File: src/rtl/xfer_pkg.sv
// Constants for the accumulator-to-control-register transfer block.
// Assumes a 4-bit core with a 10-bit instruction word and one clock.
package xfer_pkg;
	localparam int DATA_W  = 4;
	localparam int INSTR_W = 10;
	localparam int PRE_W   = 8;

	localparam logic [9:0] CODE_LOAD_CLOCK_MODE = 10'h216;
	localparam logic [9:0] CODE_LOAD_TIMER_CTRL = 10'h2AA;
	localparam logic [9:0] CODE_LOAD_PRESCALE   = 10'h235;
	localparam logic [9:0] CODE_LOAD_PULLUP_0   = 10'h22D;

	localparam int TIMER_BIT_POS = 0;
	localparam int LOW_NIB_LSB   = 0;
	localparam int HIGH_NIB_LSB  = 4;

	localparam logic [3:0] CLOCK_MODE_RESET = 4'h0;
	localparam logic       TIMER_CTRL_RESET = 1'b0;
	localparam logic [7:0] PRESCALE_RESET   = 8'h00;
	localparam logic [3:0] PULLUP_0_RESET   = 4'h0;

	typedef enum logic [4:0] {
		OP_NONE             = 5'b00001,
		OP_LOAD_CLOCK_MODE  = 5'b00010,
		op_load_timer_ctrl  = 5'b00100,
		OP_LOAD_PRESCALE    = 5'b01000,
		op_load_pullup_0    = 5'b10000
	} op_type;
endpackage

File: src/rtl/decode_if.sv
// Decoded operation carried from the decoder to the execution logic.
// Assumes both ends sit on clk_sys.
`timescale 1ns/100ps
`default_nettype none
interface decode_if;
	logic [9:0]      instr;
	logic            exec;
	xfer_pkg::op_type op;

	modport decoder (input instr, input exec, output op);
	modport user    (output instr, output exec, input op);
endinterface
`default_nettype wire

File: src/rtl/xfer_decoder.sv
// Combinational decoder of the four transfer instruction codes.
// Assumes instr is stable while exec is high.
`timescale 1ns/100ps
`default_nettype none
module xfer_decoder (
	decode_if.decoder dec
);
	always_comb begin
		if (!dec.exec) begin
			dec.op = xfer_pkg::OP_NONE;
		end else begin
			case (dec.instr)
				xfer_pkg::CODE_LOAD_CLOCK_MODE: begin
					dec.op = xfer_pkg::OP_LOAD_CLOCK_MODE;
				end
				xfer_pkg::CODE_LOAD_TIMER_CTRL: begin
					dec.op = xfer_pkg::op_load_timer_ctrl;
				end
				xfer_pkg::CODE_LOAD_PRESCALE: begin
					dec.op = xfer_pkg::OP_LOAD_PRESCALE;
				end
				xfer_pkg::CODE_LOAD_PULLUP_0: begin
					dec.op = xfer_pkg::op_load_pullup_0;
				end
				default: begin
					dec.op = xfer_pkg::OP_NONE;
				end
			endcase
		end
	end
endmodule // xfer_decoder
`default_nettype wire

File: src/rtl/accum_to_control_reg_transfer.sv
// Execution of the accumulator-to-control-register transfers.
// Assumes instr, exec, acc and breg come from core logic on clk_sys.
`timescale 1ns/100ps
`default_nettype none
module accum_to_control_reg_transfer (
	input  wire logic        clk_sys,
	input  wire logic        rst_n,
	input  wire logic [9:0]  instr,
	input  wire logic        exec,
	input  wire logic [3:0]  acc,
	input  wire logic [3:0]  breg,
	input  wire logic        prescale_tick,
	output logic [3:0]       clock_mode_reg,
	output logic             timer_ctrl_bit,
	output logic [7:0]       prescale_count,
	output logic [7:0]       prescale_reload,
	output logic [3:0]       pullup_ctrl_0,
	output logic             prescale_wrap,
	output logic             acc_write,
	output logic             breg_write,
	output logic             carry_write,
	output logic             skip_next
);
	decode_if dec ();
	xfer_pkg::op_type op;

	// True when an executing cycle carries the given instruction code
	function automatic logic takes(
		input logic       ex,
		input logic [9:0] word,
		input logic [9:0] code
	);
		return ex && (word == code);
	endfunction

	assign dec.instr = instr;
	assign dec.exec  = exec;
	assign op        = dec.op;

	xfer_decoder u_decoder (
		.dec (dec)
	);

	// Transfers never write core state nor request a skip
	assign acc_write   = 1'b0;
	assign breg_write  = 1'b0;
	assign carry_write = 1'b0;
	assign skip_next   = 1'b0;

	always_ff @(posedge clk_sys or negedge rst_n) begin
		if (!rst_n) begin
			clock_mode_reg <= xfer_pkg::CLOCK_MODE_RESET;
		end else if (op == xfer_pkg::OP_LOAD_CLOCK_MODE) begin
			clock_mode_reg <= acc;
		end
	end

	always_ff @(posedge clk_sys or negedge rst_n) begin
		if (!rst_n) begin
			timer_ctrl_bit <= xfer_pkg::TIMER_CTRL_RESET;
		end else if (op == xfer_pkg::op_load_timer_ctrl) begin
			timer_ctrl_bit <= acc[xfer_pkg::TIMER_BIT_POS];
		end
	end

	always_ff @(posedge clk_sys or negedge rst_n) begin
		if (!rst_n) begin
			prescale_reload <= xfer_pkg::PRESCALE_RESET;
		end else if (op == xfer_pkg::OP_LOAD_PRESCALE) begin
			prescale_reload <= {breg, acc};
		end
	end

	// A load wins over a count tick in the same cycle
	always_ff @(posedge clk_sys or negedge rst_n) begin
		if (!rst_n) begin
			prescale_count <= xfer_pkg::PRESCALE_RESET;
			prescale_wrap  <= 1'b0;
		end else if (op == xfer_pkg::OP_LOAD_PRESCALE) begin
			prescale_count <= {breg, acc};
			prescale_wrap  <= 1'b0;
		end else if (prescale_tick) begin
			if (prescale_count == 8'h00) begin
				prescale_count <= prescale_reload;
				prescale_wrap  <= 1'b1;
			end else begin
				prescale_count <= prescale_count - 8'h01;
				prescale_wrap  <= 1'b0;
			end
		end else begin
			prescale_wrap <= 1'b0;
		end
	end

	always_ff @(posedge clk_sys or negedge rst_n) begin
		if (!rst_n) begin
			pullup_ctrl_0 <= xfer_pkg::PULLUP_0_RESET;
		end else if (op == xfer_pkg::op_load_pullup_0) begin
			pullup_ctrl_0 <= acc;
		end
	end
endmodule // accum_to_control_reg_transfer
`default_nettype wire

File: config.mk
export PLATFORM = sky130hd
export DESIGN_NAME = accum_to_control_reg_transfer
export DESIGN_NICKNAME = d
export VERILOG_FILES = /design/src/rtl/xfer_pkg.sv /design/src/rtl/decode_if.sv /design/src/rtl/xfer_decoder.sv /design/src/rtl/accum_to_control_reg_transfer.sv
export SDC_FILE = /design/constraint.sdc
export NUM_CORES = 1
export LEC_CHECK = 0
export ABC_AREA = 1
export BUFFER_PORTS_ARGS = -buffer_cell sky130_fd_sc_hd__buf_4
export CAP_MARGIN = 20
export CELL_PAD_IN_SITES_DETAIL_PLACEMENT = 0
export CELL_PAD_IN_SITES_GLOBAL_PLACEMENT = 2
export CORE_MARGIN = 3
export CORE_UTILIZATION = 29
export DETAILED_ROUTE_END_ITERATION = 10
export PLACE_DENSITY = 0.88
export SLEW_MARGIN = 10
export SYNTH_ARGS = -nofsm -noshare
export SYNTH_HDL_FRONTEND = slang
export SYNTH_SLANG_ARGS = --single-unit
File: constraint.sdc
create_clock -name clk_sys -period 4 [get_ports clk_sys]
set_clock_uncertainty 0.05 [all_clocks]
set_input_delay 0.6 -clock clk_sys [delete_from_list [all_inputs] [get_ports clk_sys]]
set_output_delay 0.6 -clock clk_sys [all_outputs]
set_load 0.05 [all_outputs]
==> After elaboration in Yosys (flattened, before gate mapping) <==
Index checks and enable logic that the tools add are counted.
W data, S select, Z words.
{ "totals": {"ff_bits": 26, "inputBits": 22, "out_inout_bits": 30, "word_cells": 25} }
{ "op_classes": {"add_sub_neg": 1, "n_eq_ne": 8, "mux": 8, "reduce_logical": 2} }
{ "op_table": {"columns": ["op", "count"], "rows": [
  ["$eq A10 B10 Y1 const B", 4],
  ["$mux W8", 3],
  ["$pmux W5 S4", 1],
  ["$logic_not A8 Y1", 1],
  ["$sub A8 B1 Y8 const B", 1],
  ["$eq A5 B2 Y1 const B", 1],
  ["$eq A5 B3 Y1 const B", 1],
  ["$eq A5 B4 Y1 const B", 1],
  ["$eq A5 B5 Y1 const B", 1],
  ["$mux W5", 1],
  ["$mux W1", 3],
  ["$reduce_bool A2 Y1", 1]
]} }

==> Logic depth before layout (Yosys ltp) <==
Gate-level depths: netlist of run 1.
{ "logic_depth": {"word_depth": 5, "ltp_mapped": 11, "ltp_nobuf": 11} }

==> Modules after synthesis <==
Synthesis of run 1 repeated with hierarchy kept, for this count alone.
{ "hier_totals": {"hier_cells": 225, "hier_area_um2": 1567.8} }
{ "by_module_without_submodules": {"columns": ["mod", "n_inst", "cells_per_inst", "area_each_um2", "seq_area_each_um2"], "rows": [
  ["accum_to_control_reg_transfer", 1, 178, 1382.6, 650.6],
  ["xfer_decoder", 1, 47, 185.2, 0.0]
]} }

==> Least setup slack after synthesis of run 1 <==
OpenSTA, ideal clock, no wires.
{ "synth_timing": {"path_kind": "register -> register", "startpoint": "reg prescale_count[0]", "endpoint": "reg prescale_count[7]", "setup_ns": 0.121, "arrival_ns": 1.608, "required_ns": 3.829, "slack_ns": 2.220, "stages_incl_launch_ff": 10, "path_buffers": 1, "period_less_slack_ns": 1.780, "path_cell_list": "dfrtp_1 > inv_1 > ha_1 > nand2_1 > nor2_4 > buf_6 > a21oi_1 > nand3_1 > nand2_1 > a21oi_2"} }
{ "synth_via": {"elab_chain_cells": 4, "elab_cells_between_ends": 5, "cone_classes": "add/sub (1); mux (3); reduce/logical (1)"} }
{ "synth_lines": {"columns": ["item", "line", "source"], "rows": [
  ["start, declared", "accum_to_control_reg_transfer.sv:15", "output logic [7:0] prescale_count,"],
  ["start signal, assigned", "accum_to_control_reg_transfer.sv:77", "prescale_count <= xfer_pkg::PRESCALE_RESET;"],
  ["start signal, assigned", "accum_to_control_reg_transfer.sv:80", "prescale_count <= {breg, acc};"],
  ["start signal, assigned", "accum_to_control_reg_transfer.sv:84", "prescale_count <= prescale_reload;"],
  ["$sub A8 B1 Y8 or $logic_not A8 Y1 (tied branches)", "accum_to_control_reg_transfer.sv:87, accum_to_control_reg_transfer.sv:83", null],
  ["$mux W8 *", "accum_to_control_reg_transfer.sv:83", "if (prescale_count == 8'h00) begin"],
  ["$mux W8 *", "accum_to_control_reg_transfer.sv:82", "end else if (prescale_tick) begin"],
  ["$mux W8 *", "accum_to_control_reg_transfer.sv:79", "end else if (op == xfer_pkg::OP_LOAD_PRESCALE) begin"]
]} }
Every way passes the cells marked *; elsewhere a longest branch is shown, timed or not. The select of a mux whose other input is x is not followed.
A chain may end at the register's enable or synchronous reset.

==> Worst setup path in the final report of run 1 <==
{ "layout_timing": {"startpoint": "reg prescale_count[0]", "endpoint": "reg prescale_count[2]"} }
Same word-level chain as after synthesis.

==> results.md, run 1 <==
Outcome:
- The run finished with clean final reports.

Pwr:
- The final total power is 0.000969 W.
- In this run the static leakage power is 1.03 nW.
- Across the VDD grid, the largest voltage drop is 209 µV.
- The power per unit of standard cell area is 491 nW/µm².

Clocking:
- The maximum buffer depth of the clock tree is 2.
- The post-cts sizing count is 0.
- The number of hold-repair buffers added at the cts stage is 0.
- The number of clock buffers inserted by TritonCTS is 3.
- The clock insertion delay at the later pin of the skew report is 270 ps.
- The number of sinks handled by clock tree synthesis is 26.
- The clock tree from TritonCTS is built.
- In this run the number of H-tree levels came out at 1.
- Clock-pin slew was measured on the worst setup and hold paths at 90 ps.
- The cell at the root of the clock tree is clkbuf_8.
- Once the clock tree was built, the setup fixing pass inserted 0 buffers.

Setup path:
- The worst setup path is of the flip-flop to flip-flop kind.
- The sort of element at the start of the critical path is a flip-flop.
- The critical path goes through inv_1 > ha_1 > nand2_1 > nor2_4 > inv_1 > o21ai_0 > o21ai_0 > nand3_1 > nand3_1.
- Of all nets on the critical path, the largest fanout is 12.
- The endpoint class of the critical path is a flip-flop.
- The highest-delay cell along the critical path is dfrtp_1.
- The required time of the critical path is 4110 ps.
- The delay contributed by the slowest stage of the critical path is 420 ps.
- The source of the critical timing path is prescale_count[0].
- For the worst flop-to-flop path, the logic depth is 9.
- Data on the critical path arrives at its endpoint at 1940 ps.
- In this run the critical register-to-register path is launched from prescale_count[0].

Route:
- The sum of routed wire length over all layers is 3950 µm.
- The number of antenna-violating nets in the routed design is 0.
- The wire length per cell after detailed routing is 12.5 µm.
- The DRC violations left is 0.
- The first detailed-routing pass ran for 4 iterations.
- The via count of the routed design is 1,437.
- After detailed routing, the number of vias per cell comes to 4.53.
- The starting DRC count in detailed routing is 101.

Placed design:
- Routability-driven placement finished with a final weighted congestion of 0.778.
- In this run, placement finished with an instance count of 313.
- Detailed placement ended at an HPWL of 3200 µm.
- The number of port buffers is 47.

Yosys:
- The number of different library cells used by synthesis comes to 28.
- The most used flip-flop cell after synthesis is dfrtp_1.
- By count the netlist is led by nand2_1, dfrtp_1, inv_1.
- In the post-synthesis netlist, the cell with the most instances is nand2_1.
- Counting flops with an async set or reset pin after synthesis yields a share of 1.00.
- The synthesis-stage register bit count is 26.
- In the synthesized netlist, the number of instances is 203.
- The biggest area contributor in the post-synthesis netlist is dfrtp_1.
- The number of enable-type register cells in the synthesized netlist is 0.
- By area the synthesized netlist is led by dfrtp_1, nand2_1, nand3_1, inv_1, o21ai_0.
- The share of synthesized area occupied by flip-flops and latches is 0.426.
- The share of synthesized area in the top cell type comes to 0.426.
- The post-synthesis cell area is 1530 µm².
- The mean area per synthesized cell is 7.53 µm².
- During synthesis, Yosys emitted a total of 0 warnings.

Run:
- The total of max-cap violations is 0.

Cells and area:
- The repair_antennas step left the layout with diodes totalling 0.
- The share of final-layout standard cells stronger than drive strength 1 is 0.276.
- The count of cells in the finished layout, fillers not included, comes to 317.
- The largest registers in the layout are prescale_count x8, prescale_reload x8.
- The number of nets in the final layout is 275.
- Measured on the finished design, the core utilization comes to 0.402.
- The signed area change from the synthesized netlist to the final layout is 29.1%.

Floorplan:
- The initial utilization of the core area, before any placement, comes to 0.311.
- The vertical die dimension is 78.6 µm.
- The die covers 6180 µm².
- The width of the die is 78.6 µm.
- In this run the core area contains 25 standard-cell rows.
- The number of top-level pins is 52.
- The area of the core is 4910 µm².

Global routing:
- Entering global routing, the biggest net connects 27 pins.
- The initial antenna violation count came to 0.
- The global-route total usage across every layer is 0.133.
- Global routing finished with a remaining overflow of 0.
- The first global-routing pass estimated 6710 µm of wire.
- The via count of the first global-routing pass came to 1,465.

STA:
- The final critical-path share of the clock period is 0.458.
- The top achievable clock speed is 0.546 GHz.
- The number of pins with negative max-slew slack in the final report came to 0.
- Summed over all failing endpoints, the final setup total negative slack is 0 ps.
- Setup violations remaining at the end of the flow were counted as 0.
- The number of hold violations in the final report is 0.
- Setup repair after global routing left no endpoint under its margin.
- The time the final worst path needs with I/O delays and setup is 1830 ps.

Min path:
- The path class of the tightest hold or removal check is primary input to async pin.
## metal layers
layer / GRT usage / wire, µm
met1: 0.183 / 1870
met2: 0.216 / 1800
met3: 0.0344 / 259
met4: 0.0157 / 18
met5: 0 / 0
## kinds of logic after synthesis
family | synth area share
buffers and inverters | 0.106
AOI/OAI and AO/OA | 0.0867
other | 0.00245
xor gates and xnor gates | 0.0115
adders and majority gates | 0.0164
and+or+nand+nor | 0.351
DFF | 0.426
## layout by cell type, fill, tap and decap left out, drive strengths merged
cell / netlist / layout
clkinv: 1 / 1
nand4: 8 / 8
nand3: 19 / 19
inv: 27 / 27
ha: 2 / 2
buf: 7 / 47
o21ai: 18 / 18
dfrtp: 26 / 26
a21oi: 4 / 4
nor2: 19 / 19
clkbuf: 0 / 4
o211ai: 2 / 2
nand2: 61 / 61
nor3: 5 / 5
xor2: 2 / 2
conb: 1 / 4
nor4: 1 / 1
## path summary, 6_finish.rpt
check / endpoint / slack [ps]
max in group asynchronous: pullup_ctrl_0[1] / 3470
hold / removal: prescale_count[6] / 170
hold reg to reg: pullup_ctrl_0[1] / 450
setup / recovery: prescale_count[2] / 2170
min in group clk_sys: pullup_ctrl_0[1] / 450
setup reg to reg: prescale_count[2] / 2170
## metrics by stage
| step | setup slack (ps) | cell area (µm²) | hold WS, ps |
|---|---|---|---|
| 2_1_floorplan | 2220 | 1540 | 254 |
| 3_3_place_gp | 2100 | 1920 | 429 |
| 3_5_place_dp | 2080 | 1920 | 431 |
| 4_1_cts | 2160 | 1970 | 180 |
| 5_1_grt | 1990 | 1970 | 187 |
| 6_report | 2170 | 1970 | 172 |
## cell type report
class / count / area [µm²]
Tap cell: 67 / 83.8
Clock buffer: 4 / 55.1
Multi-Input combinational cell: 145 / 727
Fill cell: 551 / 2940
Timing Repair Buffer: 47 / 353
Inverter: 28 / 105
Sequential cell: 26 / 651
## power breakdown
part           total (W)  switching (W)  internal [W]
registers       0.000348      0.0000474      0.000300
clock network   0.000171      0.0000834     0.0000880
logic           0.000450       0.000307      0.000143
total           0.000969       0.000437      0.000531
## worst max-delay path: cells and delay by family, from the launching register on
kind | cells | cell delay [ps]
adders and majority gates | 1 | 200
DFF | 1 | 420
AOI/OAI and AO/OA | 2 | 220
buffers and inverters | 2 | 330
and+or+nand+nor | 4 | 510
No activity file was read; power rests on OpenSTA's default activity.
==> inputs of run 2 (changes only) <==
--- a/config.mk
+++ b/config.mk
@@ -5,15 +5,15 @@
 export SDC_FILE = /design/constraint.sdc
 export NUM_CORES = 1
 export LEC_CHECK = 0
-export ABC_AREA = 1
+export ABC_AREA = 0
 export BUFFER_PORTS_ARGS = -buffer_cell sky130_fd_sc_hd__buf_4
 export CAP_MARGIN = 20
 export CELL_PAD_IN_SITES_DETAIL_PLACEMENT = 0
 export CELL_PAD_IN_SITES_GLOBAL_PLACEMENT = 2
 export CORE_MARGIN = 3
-export CORE_UTILIZATION = 29
+export CORE_UTILIZATION = 26
 export DETAILED_ROUTE_END_ITERATION = 10
-export PLACE_DENSITY = 0.88
+export PLACE_DENSITY = 0.78
 export SLEW_MARGIN = 10
 export SYNTH_ARGS = -nofsm -noshare
 export SYNTH_HDL_FRONTEND = slang
==> constraint.sdc (replaced) <==
create_clock -name clk_sys -period 1.65 [get_ports clk_sys]
set_clock_uncertainty 0.05 [all_clocks]
set_input_delay 0.2475 -clock clk_sys [delete_from_list [all_inputs] [get_ports clk_sys]]
set_output_delay 0.2475 -clock clk_sys [all_outputs]
set_load 0.05 [all_outputs]
==> results.md, run 2 <==
Outcome:
- The flow ran to the end, and the final reports show no timing, DRC or antenna violations.

Yosys:
- The post-synthesis cell area is 1480 µm².
- The share of Yosys cell area claimed by the top area cell type is 0.440.
- The share of flip-flops with an asynchronous set or reset is 1.00.
- The cell type with the largest total area after synthesis is dfrtp_1.
- The average instance in the mapped netlist occupies 10.1 µm².
- Ranked by instance count, the synthesized netlist is headed by nand2_1, dfrtp_1, mux2_2.
- The share of synthesized area occupied by flip-flops and latches is 0.440.
- The synthesized design contains 26 register bits.
- Among all flip-flop cells after synthesis, the most frequent one is dfrtp_1.
- Synthesis produced 146 cells.
- The synthesis warning total is 0.
- The number of enable-type register cells in the synthesized netlist is 0.
- The distinct cell type count after synthesis is 43.
- The most frequent cell after synthesis is nand2_1.
- Sorting the synthesized cells by area gives the leading types as dfrtp_1, nand2_1, mux2_2, mux2i_1, a21oi_1.

STA:
- The number of setup violations in the final report is 0.
- The number of hold violations in the final report is 0.
- In the finished design, the share of the clock period the worst path needs comes to 0.957.
- The number of pins with negative max-slew slack in the final report is 0.
- The worst path needs 1580 ps of the cycle, external delays included.
- The top achievable clock speed is 0.633 GHz.
- Setup repair after global routing could not meet its margin everywhere.
- Setup slack on the critical path of the routed design comes to 70.7 ps.

Floorplan:
- The vertical die dimension is 81.5 µm.
- In this run the count of I/O pins placed on the die edge is 52.
- The row count is 26.
- In this run the standard cell core region covers 5300 µm².
- The die area is 6630 µm².
- The starting utilization of the core area is 0.279.
- The width of the die is 81.5 µm.

Placed design:
- The half-perimeter wire length after placement is 2750 µm.
- The worst setup timing slack at the placement stage is 38.0 ps.
- The count of buffers added on input and output ports is 47.
- The weighted congestion at the end of routability-driven global placement is 0.740.

Cells and area:
- The area of the multi-input gates is 806 µm².
- The share of final-layout standard cells stronger than drive strength 1 is 0.478.
- The layout filler cell count is 538.
- The top cell types in the final layout, fill and taps aside, are buf_4, nand2_1, dfrtp_1.
- The end-of-flow core utilization is 0.388.
- In the final layout, the registers with the most flip-flops are prescale_count x8, prescale_reload x8.
- The total inserted antenna cells is 0.
- For this run, the post-layout net count is 226.
- The signed area change from the synthesized netlist to the final layout is 39.0%.
- The most frequent standard cell in the layout excluding fill and tap cells is buf_4.
- The register area is 653 µm².

Global routing:
- The via count of the first global-routing pass is 1,280.
- The total overflow reported by the global router is 0.
- The initial antenna violation count was 0.
- The first-pass GRT wire length is 5990 µm.
- Across every metal layer, demand over resource in global routing totals 0.115.
- The largest net degree at the start of global routing is 27.

Pwr:
- The final total power is 0.00258 W.
- The maximum VDD drop is 731 µV.
- In this run the static leakage power is 0.999 nW.
- The power per unit of standard cell area is 1260 nW/µm².

Setup path:
- The endpoint class of the critical path is a flip-flop.
- In this run the worst path has a maximum fanout of 7.
- The setup path with the least slack is of type flip-flop to flip-flop.
- The worst setup path is launched from a flip-flop.
- STA puts the critical path data required time at 1760 ps.
- The arrival time at the worst endpoint is 1690 ps.

Route:
- For this block, the routed nets add up to 3630 µm of wire.
- The via count of the routed design is 1,238.
- In the routed design, unresolved DRC markers number 0.
- For this block, the initial DRC count from the detailed router was 51.
- For this run, the detailed router's first-pass iteration total came to 4.
- The ratio of routed vias to standard cells is 4.57.
- The wire length per cell after detailed routing is 13.4 µm.
- In this run the remaining antenna-violating nets after routing total 0.

Clocking:
- TritonCTS created 3 clock buffers.
- The clock input transition at the sequential cells of the worst setup and hold paths is 90 ps.
- The cell at the root of the clock tree is clkbuf_8.
- At the later pin of the worst-skew pair, clock insertion delay measures 270 ps.
- The total number of H-tree levels is 1.
- The number of sinks handled by clock tree synthesis is 26.
- The clock tree from TritonCTS is built.
- The clock passes through at most 2 buffers.

Min path:
- The min-delay analysis places its worst path in the category primary input to flip-flop.

Run:
- The total of max-cap violations is 0.
-- run 2: changes by cell type after synthesis, sizes merged, moves of 9 or more --
cell and delta:
o21ai -12, nand2 -31, mux2 +9, nor2 -9, nand3 -13, inv -22
-- run 2: worst max-delay path, cell delays in order, from the launching register on --
cell and delay (ps):
dfrtp_2 420, inv_2 80, ha_4 130, nor3b_4 290, nand3_4 160, mux2i_1 140
a21oi_1 120, a21oi_1 80
-- run 2: per-layer routing --
metal	global-route usage	vias up	wire length, µm
met4	0.0101	0	12
met1	0.153	580	1690
met2	0.185	47	1600
met3	0.0428	2	321
met5	0	-	0
li1	-	609	-
-- run 2: final timing paths --
path	slack, ps	cells past startpoint	start	end
hold reg to reg	460	2	prescale_reload[4]	prescale_reload[4]
setup reg to reg	70	7	prescale_count[0]	prescale_count[0]
max in group asynchronous	890	2	rst_n	prescale_count[1]
hold / removal	130	3	breg[1]	prescale_reload[5]
min in group asynchronous	370	2	rst_n	prescale_reload[0]
setup / recovery	70	7	prescale_count[0]	prescale_count[0]
-- run 2: cell families after synthesis --
group / synth area share
AOI/OAI and AO/OA: 0.0812
xor gates and xnor gates: 0.00592
adders and majority gates: 0.0169
buffers and inverters: 0.0566
DFF: 0.440
muxes: 0.0955
other: 0.00253
and+or+nand+nor: 0.302
-- run 2: timing repair --
item,CTS,global route
endpoints found under the hold margin,26,0
endpoints found under the setup margin,0,6
gates resized for setup,0,8
hold buffers,1,0
buffers inserted,0,3
-- run 2: power breakdown --
part / internal, W / switching [W]
clock: 0.000213 / 0.000203
sequential: 0.000734 / 0.000179
combinational: 0.000502 / 0.000751
total: 0.00145 / 0.00113
-- run 2: final cells by class --
type                    count  share of cell area
well taps                  70              0.0426
repair buffers             57               0.211
clock buffers               4              0.0268
flip-flops and latches     26               0.318
inverters                   5              0.0103
multi-input cells         109               0.392
-- run 2: metrics by stage --
step	std cells	instance area, µm²	TNS, ps	hold WS (ps)
floorplan	149	1520	-56.2	-98.1
global placement	263	1940	0	134
detailed placement	263	1940	0	134
CTS	268	2000	0	122
global route	271	2060	-81.9	124
finish	271	2060	0	129
==> inputs of run 3 (changes only) <==
--- a/config.mk
+++ b/config.mk
@@ -11,9 +11,9 @@
 export CELL_PAD_IN_SITES_DETAIL_PLACEMENT = 0
 export CELL_PAD_IN_SITES_GLOBAL_PLACEMENT = 2
 export CORE_MARGIN = 3
-export CORE_UTILIZATION = 26
+export CORE_UTILIZATION = 29
 export DETAILED_ROUTE_END_ITERATION = 10
-export PLACE_DENSITY = 0.78
+export PLACE_DENSITY = 0.82
 export SLEW_MARGIN = 10
 export SYNTH_ARGS = -nofsm -noshare
 export SYNTH_HDL_FRONTEND = slang
==> constraint.sdc (replaced) <==
create_clock -name clk_sys -period 1.8 [get_ports clk_sys]
set_clock_uncertainty 0.05 [all_clocks]
set_input_delay 0.27 -clock clk_sys [delete_from_list [all_inputs] [get_ports clk_sys]]
set_output_delay 0.27 -clock clk_sys [all_outputs]
set_load 0.05 [all_outputs]
==> results.md, run 3 (same netlist as run 2, synthesis figures left out) <==
STA:
- Summed over all failing endpoints, the final setup total negative slack is 0 ps.
- Dividing the final minimum period by the clock period gives 0.928.
- The final critical-path setup slack is 130 ps.
- Setup repair after global routing left no endpoint under its margin.
- The top achievable clock speed is 0.599 GHz.
- The number of hold violations in the final report is 0.
- The post-route worst hold slack is 146 ps.
- The number of setup violations in the final report is 0.
- The time the final worst path needs with I/O delays and setup is 1670 ps.
- The number of pins with negative max-slew slack in the final report is 0.

Cells and area:
- In the final design database the tool counted 221 nets.
- The largest registers in the layout are prescale_count x8, prescale_reload x8.
- Of the cells placed in the final design, the portion with a size suffix greater than 1 is 0.434.
- The area of the multi-input gates is 783 µm².
- The signed area change from the synthesized netlist to the final layout is 35.3%.
- The post-layout instance area is 2000 µm².
- Leaving out fill and tap cells, the most frequent cell in the layout is buf_4.
- In the final layout, flip-flops and latches occupy 653 µm².
- The repair_antennas step left the layout with diodes totalling 0.
- The layout has 494 filler cells.
- The top cell types in the final layout, fill and taps aside, are buf_4, nand2_1, dfrtp_1.

Setup path:
- The sort of element at the start of the critical path is a flip-flop.
- The arrival time at the worst endpoint is 1830 ps.
- STA classifies the critical path endpoint as a flip-flop.
- Along the worst path, the maximum fanout reaches 4.
- The critical path is of the flip-flop to flip-flop type.
- Data on the critical path is required at its endpoint by 1960 ps.

Route:
- The uppermost layer routed is met3.
- The routed design has 3670 µm of wire.
- For this run, the detailed router's first-pass iteration total came to 4.
- The starting DRC count in detailed routing is 84.
- The DRC violations left is 0.
- The routed layout has 1,242 vias.
- The wire length per cell after detailed routing is 14.0 µm.
- The ratio of routed vias to standard cells is 4.72.
- Summed over all nets, wire length on met2 after detailed routing comes to 1790 µm.
- The wire length on met3 is 282 µm.
- For this block, wires on met1 add up to 1610 µm.
- The number of antenna-violating nets in the routed design is 0.

Global routing:
- Entering global routing, the biggest net connects 27 pins.
- The via count of the first global-routing pass is 1,265.
- The initial antenna violation count is 0.
- The total overflow reported by the global router is 0.
- The first-pass GRT wire length is 6090 µm.
- For this run, the total global-route usage over all layers was measured as 0.125.

Floorplan:
- The die is 77.4 µm tall.
- The width of the die is 77.4 µm.
- The floorplan step defined a die boundary enclosing 6000 µm².
- The number of top-level pins is 52.
- The initial utilization of the core area, before any placement, comes to 0.307.
- The row count is 25.
- The total area inside the core boundary comes to 4820 µm².

Clocking:
- The maximum buffer depth of the clock tree is 2.
- The clock insertion delay at the later pin of the skew report is 270 ps.
- Buffers inserted during clock tree synthesis total 3.
- The total number of H-tree levels is 1.
- TritonCTS built the clock tree.
- In this run the post-CTS setup repair buffer count came out at 0.
- The clock net in this run drives a total of 26 sinks.
- The cell at the root of the clock tree is clkbuf_8.
- The clock input transition at the sequential cells of the worst setup and hold paths is 90 ps.

Run:
- Across the run, the number of max-cap violations was 0.

Placed design:
- The number of port buffers is 47.
- The weighted congestion at the end of routability-driven global placement is 0.762.
- The wire-length estimate of the detail-placed layout is 2800 µm.
- The instance area after placement is 1900 µm².
- The worst setup timing slack at the placement stage is 42.9 ps.

Pwr:
- The share of total power dissipated in the clock network is 0.205.
- The net switching power of the design is 0.00102 W.
- The final total power is 0.00239 W.
- In this run the static leakage power is 0.976 nW.
- IR analysis of the VDD net gives a maximum drop of 462 µV.
- Of the total power, combinational logic draws 0.445.
- Of the total power, registers draw 0.350.
- In this run the power density over the cells is 1190 nW/µm².
- The proportion of total power due to net switching is 0.426.
- The internal power of the cells totals 0.00137 W.

Min path:
- The min-delay analysis places its worst path in the category primary input to flip-flop.

Outcome:
- The flow ran to the end, and the final reports show no timing, DRC or antenna violations.
-- run 3: repair_timing --
| action | in CTS | in global routing |
|---|---|---|
| setup endpoints to repair | 0 | 6 |
| endpoints found under the hold margin | 26 | 0 |
| resized for setup | 0 | 5 |
| hold buffers | 1 | 0 |
-- run 3: per-layer routing --
| metal | up-vias | GRT usage |
|---|---|---|
| li1 | 600 | - |
| met3 | 0 | 0.0429 |
| met2 | 47 | 0.210 |
| met4 | 0 | 0.0125 |
| met1 | 595 | 0.160 |
| met5 | - | 0 |
-- run 3: power groups by stage --
stage	Clock (W)	Sequential [W]	Combinational, W
6_report	0.000489	0.000836	0.00106
5_1_grt	0.000531	0.000859	0.00115
4_1_cts	0.000511	0.000831	0.00103
3_5_place_dp	0	0.000844	0.00103
3_3_place_gp	0	0.000838	0.00100
2_1_floorplan	0	0.00110	0.000438
-- run 3: path summary, 6_finish.rpt --
path                                    startpoint                  to  slack (ps)  cells past startpoint
worst max-delay path             prescale_count[1]   prescale_count[5]         130                      7
worst min-delay path                       breg[2]  prescale_reload[6]         150                      3
max in group asynchronous                    rst_n   prescale_count[1]        1040                      2
worst min register to register  prescale_reload[3]  prescale_reload[3]         460                      2
min in group asynchronous                    rst_n  prescale_reload[5]         390                      2
worst max register to register   prescale_count[1]   prescale_count[5]         130                      7
-- run 3: layout make-up --
type	count	share of cell area
clock buffer	3	0.0206
clock inverter	1	0.0150
inverter	5	0.00937
multi-input combinational	109	0.391
sequential	26	0.326
tap	67	0.0418
timing repair buffer	52	0.196
-- run 3: per-stage QoR --
| step | util | instances |
|---|---|---|
| after global placement | 0.394 | 258 |
| after global routing | 0.416 | 263 |
| after floorplan | - | 149 |
| after detailed placement | 0.394 | 258 |
| final | 0.416 | 263 |
| after CTS | 0.410 | 263 |
-- run 3: critical path, stage by stage, from the launching register on --
cell and delay [ps]:
dfrtp_2 410, inv_1 130, ha_4 170, nor3b_4 280
nand3_1 110, a211oi_1 240, o21ai_0 100, o21ai_1 120
